### src/pkg/ubc_regs.svh
// Register map, field positions and reset values of the up/down counter block.
// Assumes byte addressing on a 32-bit Avalon-MM slave port.
`ifndef UBC_REGS_SVH
`define UBC_REGS_SVH

`define UBC_ADDR_W          4
`define UBC_DATA_W          32
`define UBC_CNT_W           4
`define UBC_CNT_MAX         4'hf
`define UBC_CNT_MIN         4'h0
`define UBC_CNT_ONE         4'h1

`define UBC_OFS_CTRL        4'h0
`define UBC_OFS_PRESET      4'h4
`define UBC_OFS_STATUS      4'h8

`define UBC_CTRL_INHIBIT    0
`define UBC_STAT_TERM       4
`define UBC_STAT_DIR        5
`define UBC_STAT_LOAD       6

`define UBC_CTRL_RST        1'h0
`define UBC_PRESET_RST      4'h0
`define UBC_COUNT_RST       4'h0

`endif

### src/pkg/ubc_pkg.sv
// Types shared by the up/down counter block.
// Constants live in ubc_regs.svh; this package holds types only.
package ubc_pkg;

    typedef logic [3:0] ubc_count_t;

    typedef enum logic {
        UBC_UP,
        UBC_DOWN
    } ubc_dir_t;

endpackage

### src/core/ubc_counter.sv
// Four-bit up/down counter with preset, count enable, terminal flag and
// ripple clock, plus an Avalon-MM slave for control and status.
// Assumes all counter pins are asynchronous to i_clk, including clock_in.
`timescale 1ns/1ps
`include "ubc_regs.svh"

module ubc_counter (
    input  wire logic                     i_clk,
    input  wire logic                     i_rst,
    input  wire logic [3:0]               i_preset_value_in,
    input  wire logic                     i_load_n,
    input  wire logic                     i_count_enable_n,
    input  wire logic                     i_direction,
    input  wire logic                     i_clock_in,
    output logic      [3:0]               o_count_value_out,
    output logic                          o_terminal_flag,
    output logic                          o_ripple_clock_n,
    input  wire logic [`UBC_ADDR_W-1:0]   i_avs_address,
    input  wire logic                     i_avs_read,
    input  wire logic                     i_avs_write,
    input  wire logic [`UBC_DATA_W-1:0]   i_avs_writedata,
    input  wire logic [3:0]               i_avs_byteenable,
    output logic      [`UBC_DATA_W-1:0]   o_avs_readdata,
    output logic                          o_avs_waitrequest
);

    // Pin synchronisers: stage one is read only by stage two
    logic [3:0]        preset_m_r;
    logic [3:0]        preset_s_r;
    logic [3:0]        pin_m_r;
    logic [3:0]        pin_s_r;
    logic              clk_d_r;
    logic              load_n_s;
    logic              en_n_s;
    logic              dir_s;
    logic              clk_s;

    always_ff @(posedge i_clk or posedge i_rst) begin
        if (i_rst) begin
            preset_m_r <= 4'h0;
            preset_s_r <= 4'h0;
            pin_m_r    <= 4'hb;
            pin_s_r    <= 4'hb;
        end else begin
            preset_m_r <= i_preset_value_in;
            preset_s_r <= preset_m_r;
            pin_m_r    <= {i_clock_in, i_direction, i_count_enable_n, i_load_n};
            pin_s_r    <= pin_m_r;
        end
    end

    assign load_n_s = pin_s_r[0];
    assign en_n_s   = pin_s_r[1];
    assign dir_s    = pin_s_r[2];
    assign clk_s    = pin_s_r[3];

    always_ff @(posedge i_clk or posedge i_rst) begin
        if (i_rst) begin
            clk_d_r <= 1'b1;
        end else begin
            clk_d_r <= clk_s;
        end
    end

    // Software registers
    logic              inhibit_r;
    ubc_pkg::ubc_count_t preset_reg_r;
    logic              sw_load_r;
    logic              ack_r;
    logic              req;
    logic              wr_take;
    logic              rd_take;

    assign req               = i_avs_read | i_avs_write;
    assign o_avs_waitrequest = req & ~ack_r;
    assign wr_take           = i_avs_write & ack_r & i_avs_byteenable[0];
    assign rd_take           = i_avs_read & ~ack_r;

    // One wait cycle on every access keeps read data registered
    always_ff @(posedge i_clk or posedge i_rst) begin
        if (i_rst) begin
            ack_r <= 1'b0;
        end else begin
            ack_r <= req & ~ack_r;
        end
    end

    always_ff @(posedge i_clk or posedge i_rst) begin
        if (i_rst) begin
            inhibit_r    <= `UBC_CTRL_RST;
            preset_reg_r <= `UBC_PRESET_RST;
            sw_load_r    <= 1'b0;
        end else begin
            sw_load_r <= 1'b0;
            if (wr_take && i_avs_address == `UBC_OFS_CTRL) begin
                inhibit_r <= i_avs_writedata[`UBC_CTRL_INHIBIT];
            end
            if (wr_take && i_avs_address == `UBC_OFS_PRESET) begin
                preset_reg_r <= i_avs_writedata[3:0];
                sw_load_r    <= 1'b1;
            end
        end
    end

    // Counter core
    ubc_pkg::ubc_count_t count_r;
    ubc_pkg::ubc_count_t count_nxt;
    ubc_pkg::ubc_dir_t   dir_r;
    logic              rise;
    logic              en_n_eff;
    logic              term_nxt;
    logic              ripple_nxt;

    // Software inhibit acts as a held-high enable, so it also blocks ripple
    assign en_n_eff = en_n_s | inhibit_r;
    assign rise     = clk_s & ~clk_d_r;

    function automatic logic term_decode(input ubc_pkg::ubc_count_t c, input logic down);
        term_decode = down ? (c == `UBC_CNT_MIN) : (c == `UBC_CNT_MAX);
    endfunction

    always_comb begin
        count_nxt = count_r;
        if (!load_n_s) begin
            count_nxt = preset_s_r;
        end else if (sw_load_r) begin
            count_nxt = preset_reg_r;
        end else if (rise && !en_n_eff) begin
            if (dir_s) begin
                count_nxt = count_r - `UBC_CNT_ONE;
            end else begin
                count_nxt = count_r + `UBC_CNT_ONE;
            end
        end
    end

    // Reset value stands in for the undefined power-up count
    always_ff @(posedge i_clk or posedge i_rst) begin
        if (i_rst) begin
            count_r <= `UBC_COUNT_RST;
        end else begin
            count_r <= count_nxt;
        end
    end

    always_ff @(posedge i_clk or posedge i_rst) begin
        if (i_rst) begin
            dir_r <= ubc_pkg::UBC_UP;
        end else begin
            dir_r <= dir_s ? ubc_pkg::UBC_DOWN : ubc_pkg::UBC_UP;
        end
    end

    // Flag decoded from the next count so it lines up with the count output
    assign term_nxt   = term_decode(count_nxt, dir_s);
    assign ripple_nxt = ~(term_nxt & ~en_n_eff & ~clk_s);

    always_ff @(posedge i_clk or posedge i_rst) begin
        if (i_rst) begin
            o_terminal_flag  <= 1'b0;
            o_ripple_clock_n <= 1'b1;
        end else begin
            o_terminal_flag  <= term_nxt;
            o_ripple_clock_n <= ripple_nxt;
        end
    end

    assign o_count_value_out = count_r;

    // Read path
    always_ff @(posedge i_clk or posedge i_rst) begin
        if (i_rst) begin
            o_avs_readdata <= 32'h0000_0000;
        end else if (rd_take) begin
            o_avs_readdata <= 32'h0000_0000;
            unique case (i_avs_address)
                `UBC_OFS_CTRL: begin
                    o_avs_readdata[`UBC_CTRL_INHIBIT] <= inhibit_r;
                end
                `UBC_OFS_PRESET: begin
                    o_avs_readdata[3:0] <= preset_reg_r;
                end
                `UBC_OFS_STATUS: begin
                    o_avs_readdata[3:0]             <= count_r;
                    o_avs_readdata[`UBC_STAT_TERM]  <= o_terminal_flag;
                    o_avs_readdata[`UBC_STAT_DIR]   <= dir_r == ubc_pkg::UBC_DOWN;
                    o_avs_readdata[`UBC_STAT_LOAD]  <= load_n_s;
                end
                default: begin
                    o_avs_readdata <= 32'h0000_0000;
                end
            endcase
        end
    end

    // Helper for the ripple check: counts how long the enabled low phase has lasted with the flag up
    logic [3:0]        low_run_r;

    always_ff @(posedge i_clk or posedge i_rst) begin
        if (i_rst) begin
            low_run_r <= 4'h0;
        end else if (term_nxt && !en_n_eff && !clk_s) begin
            low_run_r <= (low_run_r == 4'hf) ? low_run_r : low_run_r + 4'h1;
        end else begin
            low_run_r <= 4'h0;
        end
    end
endmodule

### config.mk
export PLATFORM = sky130hd
export DESIGN_NAME = ubc_counter
export DESIGN_NICKNAME = d
export VERILOG_FILES = /design/src/pkg/ubc_pkg.sv /design/src/core/ubc_counter.sv
export VERILOG_INCLUDE_DIRS = /design/src /design/src/pkg
export SDC_FILE = /design/constraint.sdc
export NUM_CORES = 1
export LEC_CHECK = 0
export ABC_CLOCK_PERIOD_IN_PS = 2600
export BUFFER_PORTS_ARGS = -buffer_cell sky130_fd_sc_hd__buf_2
export CORE_MARGIN = 2
export CORE_UTILIZATION = 45
export DETAILED_ROUTE_END_ITERATION = 7
export GPL_TIMING_DRIVEN = 0
export PLACE_DENSITY = 0.77
export SLEW_MARGIN = 20
export SYNTH_ARGS = -nofsm -noshare
export SYNTH_HDL_FRONTEND = slang
export SYNTH_SLANG_ARGS = --single-unit
### constraint.sdc
create_clock -name i_clk -period 2.6 [get_ports i_clk]
set_clock_uncertainty 0.15 [all_clocks]
set_input_delay 0.52 -clock i_clk [delete_from_list [all_inputs] [get_ports i_clk]]
set_output_delay 0.52 -clock i_clk [all_outputs]
set_load 0.02 [all_outputs]
==> metrics, run 1 <==
Final HPWL DP 2.337 mm; Hold Path Sink pin_m_r[3]$_DFF_PP1_; status finished clean; Filler Cells Inserted 340; H-tree depth 2; r2r setup slk roughly 0.25 ns; CTS tree done; final setup vio count 0; sequential-to-total area share from yosys stat between 50 and 60%; Worst Path Arrival approximately 2.4 ns; synthesized area 1784 sq um; antenna-violating nets left 0; Switching Share around 28%; WL final a little over 3 mm; top cells by area, synth dfrtp_1, dfstp_2, buf_4; vias in the first global route 1101; Vias per Instance 4.629; Nets 273; P_sw about 0.36 mW; top cells by count, synth dfrtp_1, buf_4, nand2_1; IR drop worst, VDD 432.4 uV; Area Overhead vs Synth 23.14%; CTS clk-pin slew, worst paths about 0.070 ns; clk root buf clkbuf_8; sequential power share 51.3%; area leader, netlist dfrtp_1; Ant. Diodes 0; most common cell in the synthesized netlist dfrtp_1; count of pins over their slew limit 0; ys async rst share 100.0%; initial DRC count 46; core area between 3000 and 4000 sq um; worst hold margin around 0.18 ns; Worst Hold Launch i_clock_in; largest net degree at the start of global routing 39; Unique masters post-synth 43; # Max-Cap Violations 0; Clk Latency, worst-skew pair ~0.28 ns; total congestion overflow 0; Port Buffers 34; Die Y 66.97 microns; initial antenna violation count 0; min cycle time layout 2.351 ns; crit-path max FO 8; GPL Wtd Cong 0.8740; flops & latches, synth 38; RR Startpoint pin_s_r[2]$_DFF_PP0_; pwr dens 601.5 nW/um^2; cell internal pwr 0.9570 mW; Post-synth EDFFs 0; I/O pins 91; WL per Instance 11.36 microns; Min-Delay Path Depth 1; vias approximately 1.2k; Most used DFF post-synth dfrtp_1; layout cells sized above 1 between 40% and 50%; Required @ worst endpoint 2.61 ns; crit path kind reg -> reg; Die ar. 4484 sq um; period utilisation layout 90.40%; synth warn 0; syn_area_per_cell 11.66 sq um; startpoint types flop; Final Hold Vio Count 0; crit end category flop; reg2reg end o_terminal_flag$_DFF_PP0_; clock share of power between 30% and 40%; Fmax achieved 425.4 MHz; combinational power share 18.6%; P_leak 1.116 nW; Hold Path Class in -> reg; top-area cell type share of the netlist area 42.08%; overall power 1.322 mW; CTS sink cnt 38; chip width 66.97 microns; Cells after Synth 153; Slew HR 40.19%; CTS Buf Count 5; Worst Tran Pin Value between 0.8 and 0.9 ns; Total Routing Usage GR 15.23%; Clock Tree Buf Depth 2; starting density of the core 47.66%; total iterations of the first detailed-routing run 4; worst reg-to-reg path cell count 6; RSZ-0062 raised after global routing no; drc violations 0; first-pass GRT wire length approximately 5 mm; # rows 22; setup TNS 0 ns
==> critical path: stages (launching register included) <==
cell       delay, ns
dfrtp_1         0.46
ha_1            0.35
a21oi_1         0.25
a2111oi_0       0.15
a2111oi_1       0.38
nand2_1         0.14
mux2_4          0.34
==> metal layers <==
metal  vias up  wire length [microns]  GRT usage [%]
li1        616                      -              -
met1       564                   1291          17.70
met2        51                   1508          25.37
met3         5                    186          4.561
met4         0                     46          7.653
met5         -                      0              0
==> logic make-up after synthesis <==
group / after synthesis / synth area share [%]
flip-flops: 38 / 53.86
XOR/XNOR: 1 / 0.4910
other: 1 / 0.2102
AO/OA/AOI/OAI: 25 / 8.907
buffers and inverters: 35 / 13.60
AND/OR/NAND/NOR: 42 / 15.08
adder cells (fa/ha/maj): 3 / 2.524
multiplexers: 8 / 5.330
==> placed cells by master (no fill, tap or decap), types with 4 or more instances in the layout <==
cell type and instances:
buf_2 34, inv_1 5, mux2_2 4, nor2_1 4, o21ai_0 10, buf_4 25, dfstp_2 8, clkbuf_8 7
a21oi_1 4, conb_1 25, nand2_1 12, dfrtp_1 30
==> state kept, by name (all words and copies together) (netlist names), 4 cells and up <==
name / count
o_avs_readdata: 7
o_count_value_out: 4
pin_s_r: 4
preset_m_r: 4
preset_s_r: 4
preset_reg_r: 4
pin_m_r: 4
==> timing repair <==
action	4_1_cts	5_1_grt
gates resized for setup	0	1
hold endpoints to repair	0	0
setup endpoints to repair	0	2
hold buffers	0	0
setup buffers	0	0
==> power by group through the flow <==
stage               clock network [mW]  registers (mW)  logic [mW]
floorplan                            0           0.695       0.168
global placement                     0           0.685       0.239
detailed placement                   0           0.688       0.245
CTS                              0.412           0.677       0.245
global route                     0.438           0.684       0.272
finish                           0.399           0.678       0.246
==> per-stage QoR <==
stage | setup WS [ns] | instances | area [sq um] | util [%]
final | 0.2495 | 267 | 2197 | 58.69
after global routing | 0.09134 | 267 | 2197 | 58.69
after CTS | 0.2007 | 267 | 2196 | 58.66
after detailed placement | 0.2116 | 259 | 2105 | 56.22
after global placement | 0.2726 | 259 | 2105 | 56.22
after floorplan | 0.3779 | 177 | 1874 | -
==> cell type report <==
cell class,instances,area (sq um),share of cell area (%)
repair buffers,34,170.2,7.745
plain buffers,29,220.2,10.02
clock inverters,1,5.005,0.2278
multi-input cells,104,671.9,30.58
clock buffers,7,86.33,3.929
inverters,6,22.52,1.025
well taps,48,60.06,2.733
flip-flops and latches,38,960.9,43.74
==> worst max-delay path by stage <==
stage	to	depth (start not counted)	slack, ns	startpoint
CTS	o_terminal_flag$_DFF_PP0_	6	0.20	pin_s_r[2]$_DFF_PP0_
finish	o_terminal_flag$_DFF_PP0_	6	0.25	pin_s_r[2]$_DFF_PP0_
detailed placement	o_terminal_flag$_DFF_PP0_	6	0.21	pin_s_r[2]$_DFF_PP0_
floorplan	o_terminal_flag$_DFF_PP0_	6	0.38	o_count_value_out[2]$_DFF_PP0_
global route	o_ripple_clock_n$_DFF_PP1_	7	0.09	pin_s_r[2]$_DFF_PP0_
global placement	o_terminal_flag$_DFF_PP0_	6	0.27	pin_s_r[2]$_DFF_PP0_
Note: power is estimated with default switching activity, not from simulation.
==> run 2, diff against run 1 <==
Settings changed: CORE_UTILIZATION 45 to 33, PLACE_DENSITY 0.77 to 0.59.
==> metrics, run 2 (synthesis gave the netlist of run 1 again) <==
CTS sink cnt 38; Worst Tran Pin Value between 0.8 and 0.9 ns; setup TNS 0 ns; chip width 77.53 microns; sequential power share between 50% and 60%; Die Y ~78 microns; Filler Cells Inserted slightly above 500; Clk Latency, worst-skew pair 0.28 ns; WL final 3.111 mm; Total Routing Usage GR 11.20%; P_leak 1.116 nW; clock share of power around 30%; placed instance count 281; combinational power share between 15 and 20%; min cycle time layout 2.356 ns; # rows 26; design area 2223 sq um; Final HPWL DP 2.431 mm; total congestion overflow 0; Layout Cells excl Fill 289; Switching Share 27.82%; antenna-violating nets left 0; Port Buffers 34; RSZ-0062 raised after global routing no; drc violations 0; count of pins over their slew limit 0; Area Overhead vs Synth 24.61%; max FFs per register 7; overall power 1.325 mW; I/O pins 91; Fmax achieved 424.5 MHz; vias 1206; H-tree depth 2; WL per Instance 10.76 microns; Worst Path Arrival 2.37 ns; Clock Tree Buf Depth 2; post-CTS sizing 0; CTS Buf Count 5; total iterations of the first detailed-routing run 4; clk root buf clkbuf_8; commonest non-fill, non-tap cells in the layout buf_2, dfrtp_1, buf_4, conb_1, nand2_1; CTS tree done; commonest non-fill, non-tap cell in the layout buf_2; cell internal pwr roughly 0.96 mW; Slew HR 40.06%; crit-path max FO 8; crit end category flop; final setup vio count 0; initial antenna violation count 0; Vias per Instance 4.173; GPL Wtd Cong around 0.76; Ant. Diodes 0; Nets 273; post-CTS setup buffers 0; crit path kind reg -> reg; # Max-Cap Violations 0; Required @ worst endpoint 2.61 ns; status finished clean; DP Area 2132 sq um; hold buffers post-CTS 0; P_sw 0.3687 mW; IR drop worst, VDD 408.3 uV; Hold Path Class in -> reg; startpoint types flop; layout cells sized above 1 41.10%; largest net degree at the start of global routing 39; core area 5172 sq um; Final Hold Vio Count 0; period utilisation layout 90.61%; Largest Register o_avs_readdata; starting density of the core 34.49%; pwr dens 596.1 nW/um^2; CTS clk-pin slew, worst paths 0.07 ns; Die ar. 6011 sq um; initial DRC count 39; first-pass GRT wire length 5.237 mm; vias in the first global route ~1.1k
## run 2: power by group through the flow
stage	Sequential, mW	Combinational (mW)	Clock (mW)
2_1_floorplan	0.695	0.168	0
3_3_place_gp	0.688	0.241	0
3_5_place_dp	0.688	0.247	0
4_1_cts	0.677	0.247	0.421
5_1_grt	0.683	0.273	0.444
6_report	0.677	0.245	0.403
## run 2: critical path: stages, from the launching register on
cell and delay (ns):
dfrtp_1 0.46, ha_1 0.35, a21oi_1 0.26, a2111oi_0 0.15, a2111oi_0 0.37, nand2_1 0.16
mux2_4 0.34
## run 2: final cells by class
type | instances | area (sq um) | area share, %
repair buffers | 34 | 170.2 | 7.653
well taps | 70 | 87.58 | 3.939
inverters | 6 | 22.52 | 1.013
flip-flops and latches | 38 | 960.9 | 43.22
plain buffers | 29 | 220.2 | 9.904
multi-input cells | 104 | 670.6 | 30.16
clock buffers | 7 | 86.33 | 3.883
clock inverters | 1 | 5.005 | 0.2251
## run 2: path summary, 6_finish.rpt
kind | start | endpoint | slack [ns] | cells after the start
max in group asynchronous | i_rst | o_avs_readdata[1]$_DFFE_PP0P_ | 1.61 | 2
worst max register to register | pin_s_r[2]$_DFF_PP0_ | o_terminal_flag$_DFF_PP0_ | 0.24 | 6
min in group asynchronous | i_rst | preset_m_r[2]$_DFF_PP0_ | 0.22 | 2
worst min register to register | preset_m_r[3]$_DFF_PP0_ | preset_s_r[3]$_DFF_PP0_ | 0.20 | 0
worst min-delay path | i_clock_in | pin_m_r[3]$_DFF_PP1_ | 0.18 | 1
worst max-delay path | pin_s_r[2]$_DFF_PP0_ | o_terminal_flag$_DFF_PP0_ | 0.24 | 6
## run 2: metrics by stage
step | setup slack (ns) | utilization, % | hold slack (ns)
after floorplan | 0.3779 | - | 0.1812
final | 0.2441 | 42.99 | 0.1838
after global routing | 0.01943 | 42.99 | 0.1679
after global placement | 0.2497 | 41.22 | 0.1822
after CTS | 0.2263 | 42.99 | 0.1698
after detailed placement | 0.2313 | 41.22 | 0.1847
## run 2: layer usage
layer,routed length (microns),global-route usage [%]
met1,1475,14.65
met2,1372,17.22
met3,220,3.721
met4,42,4.286
met5,0,0
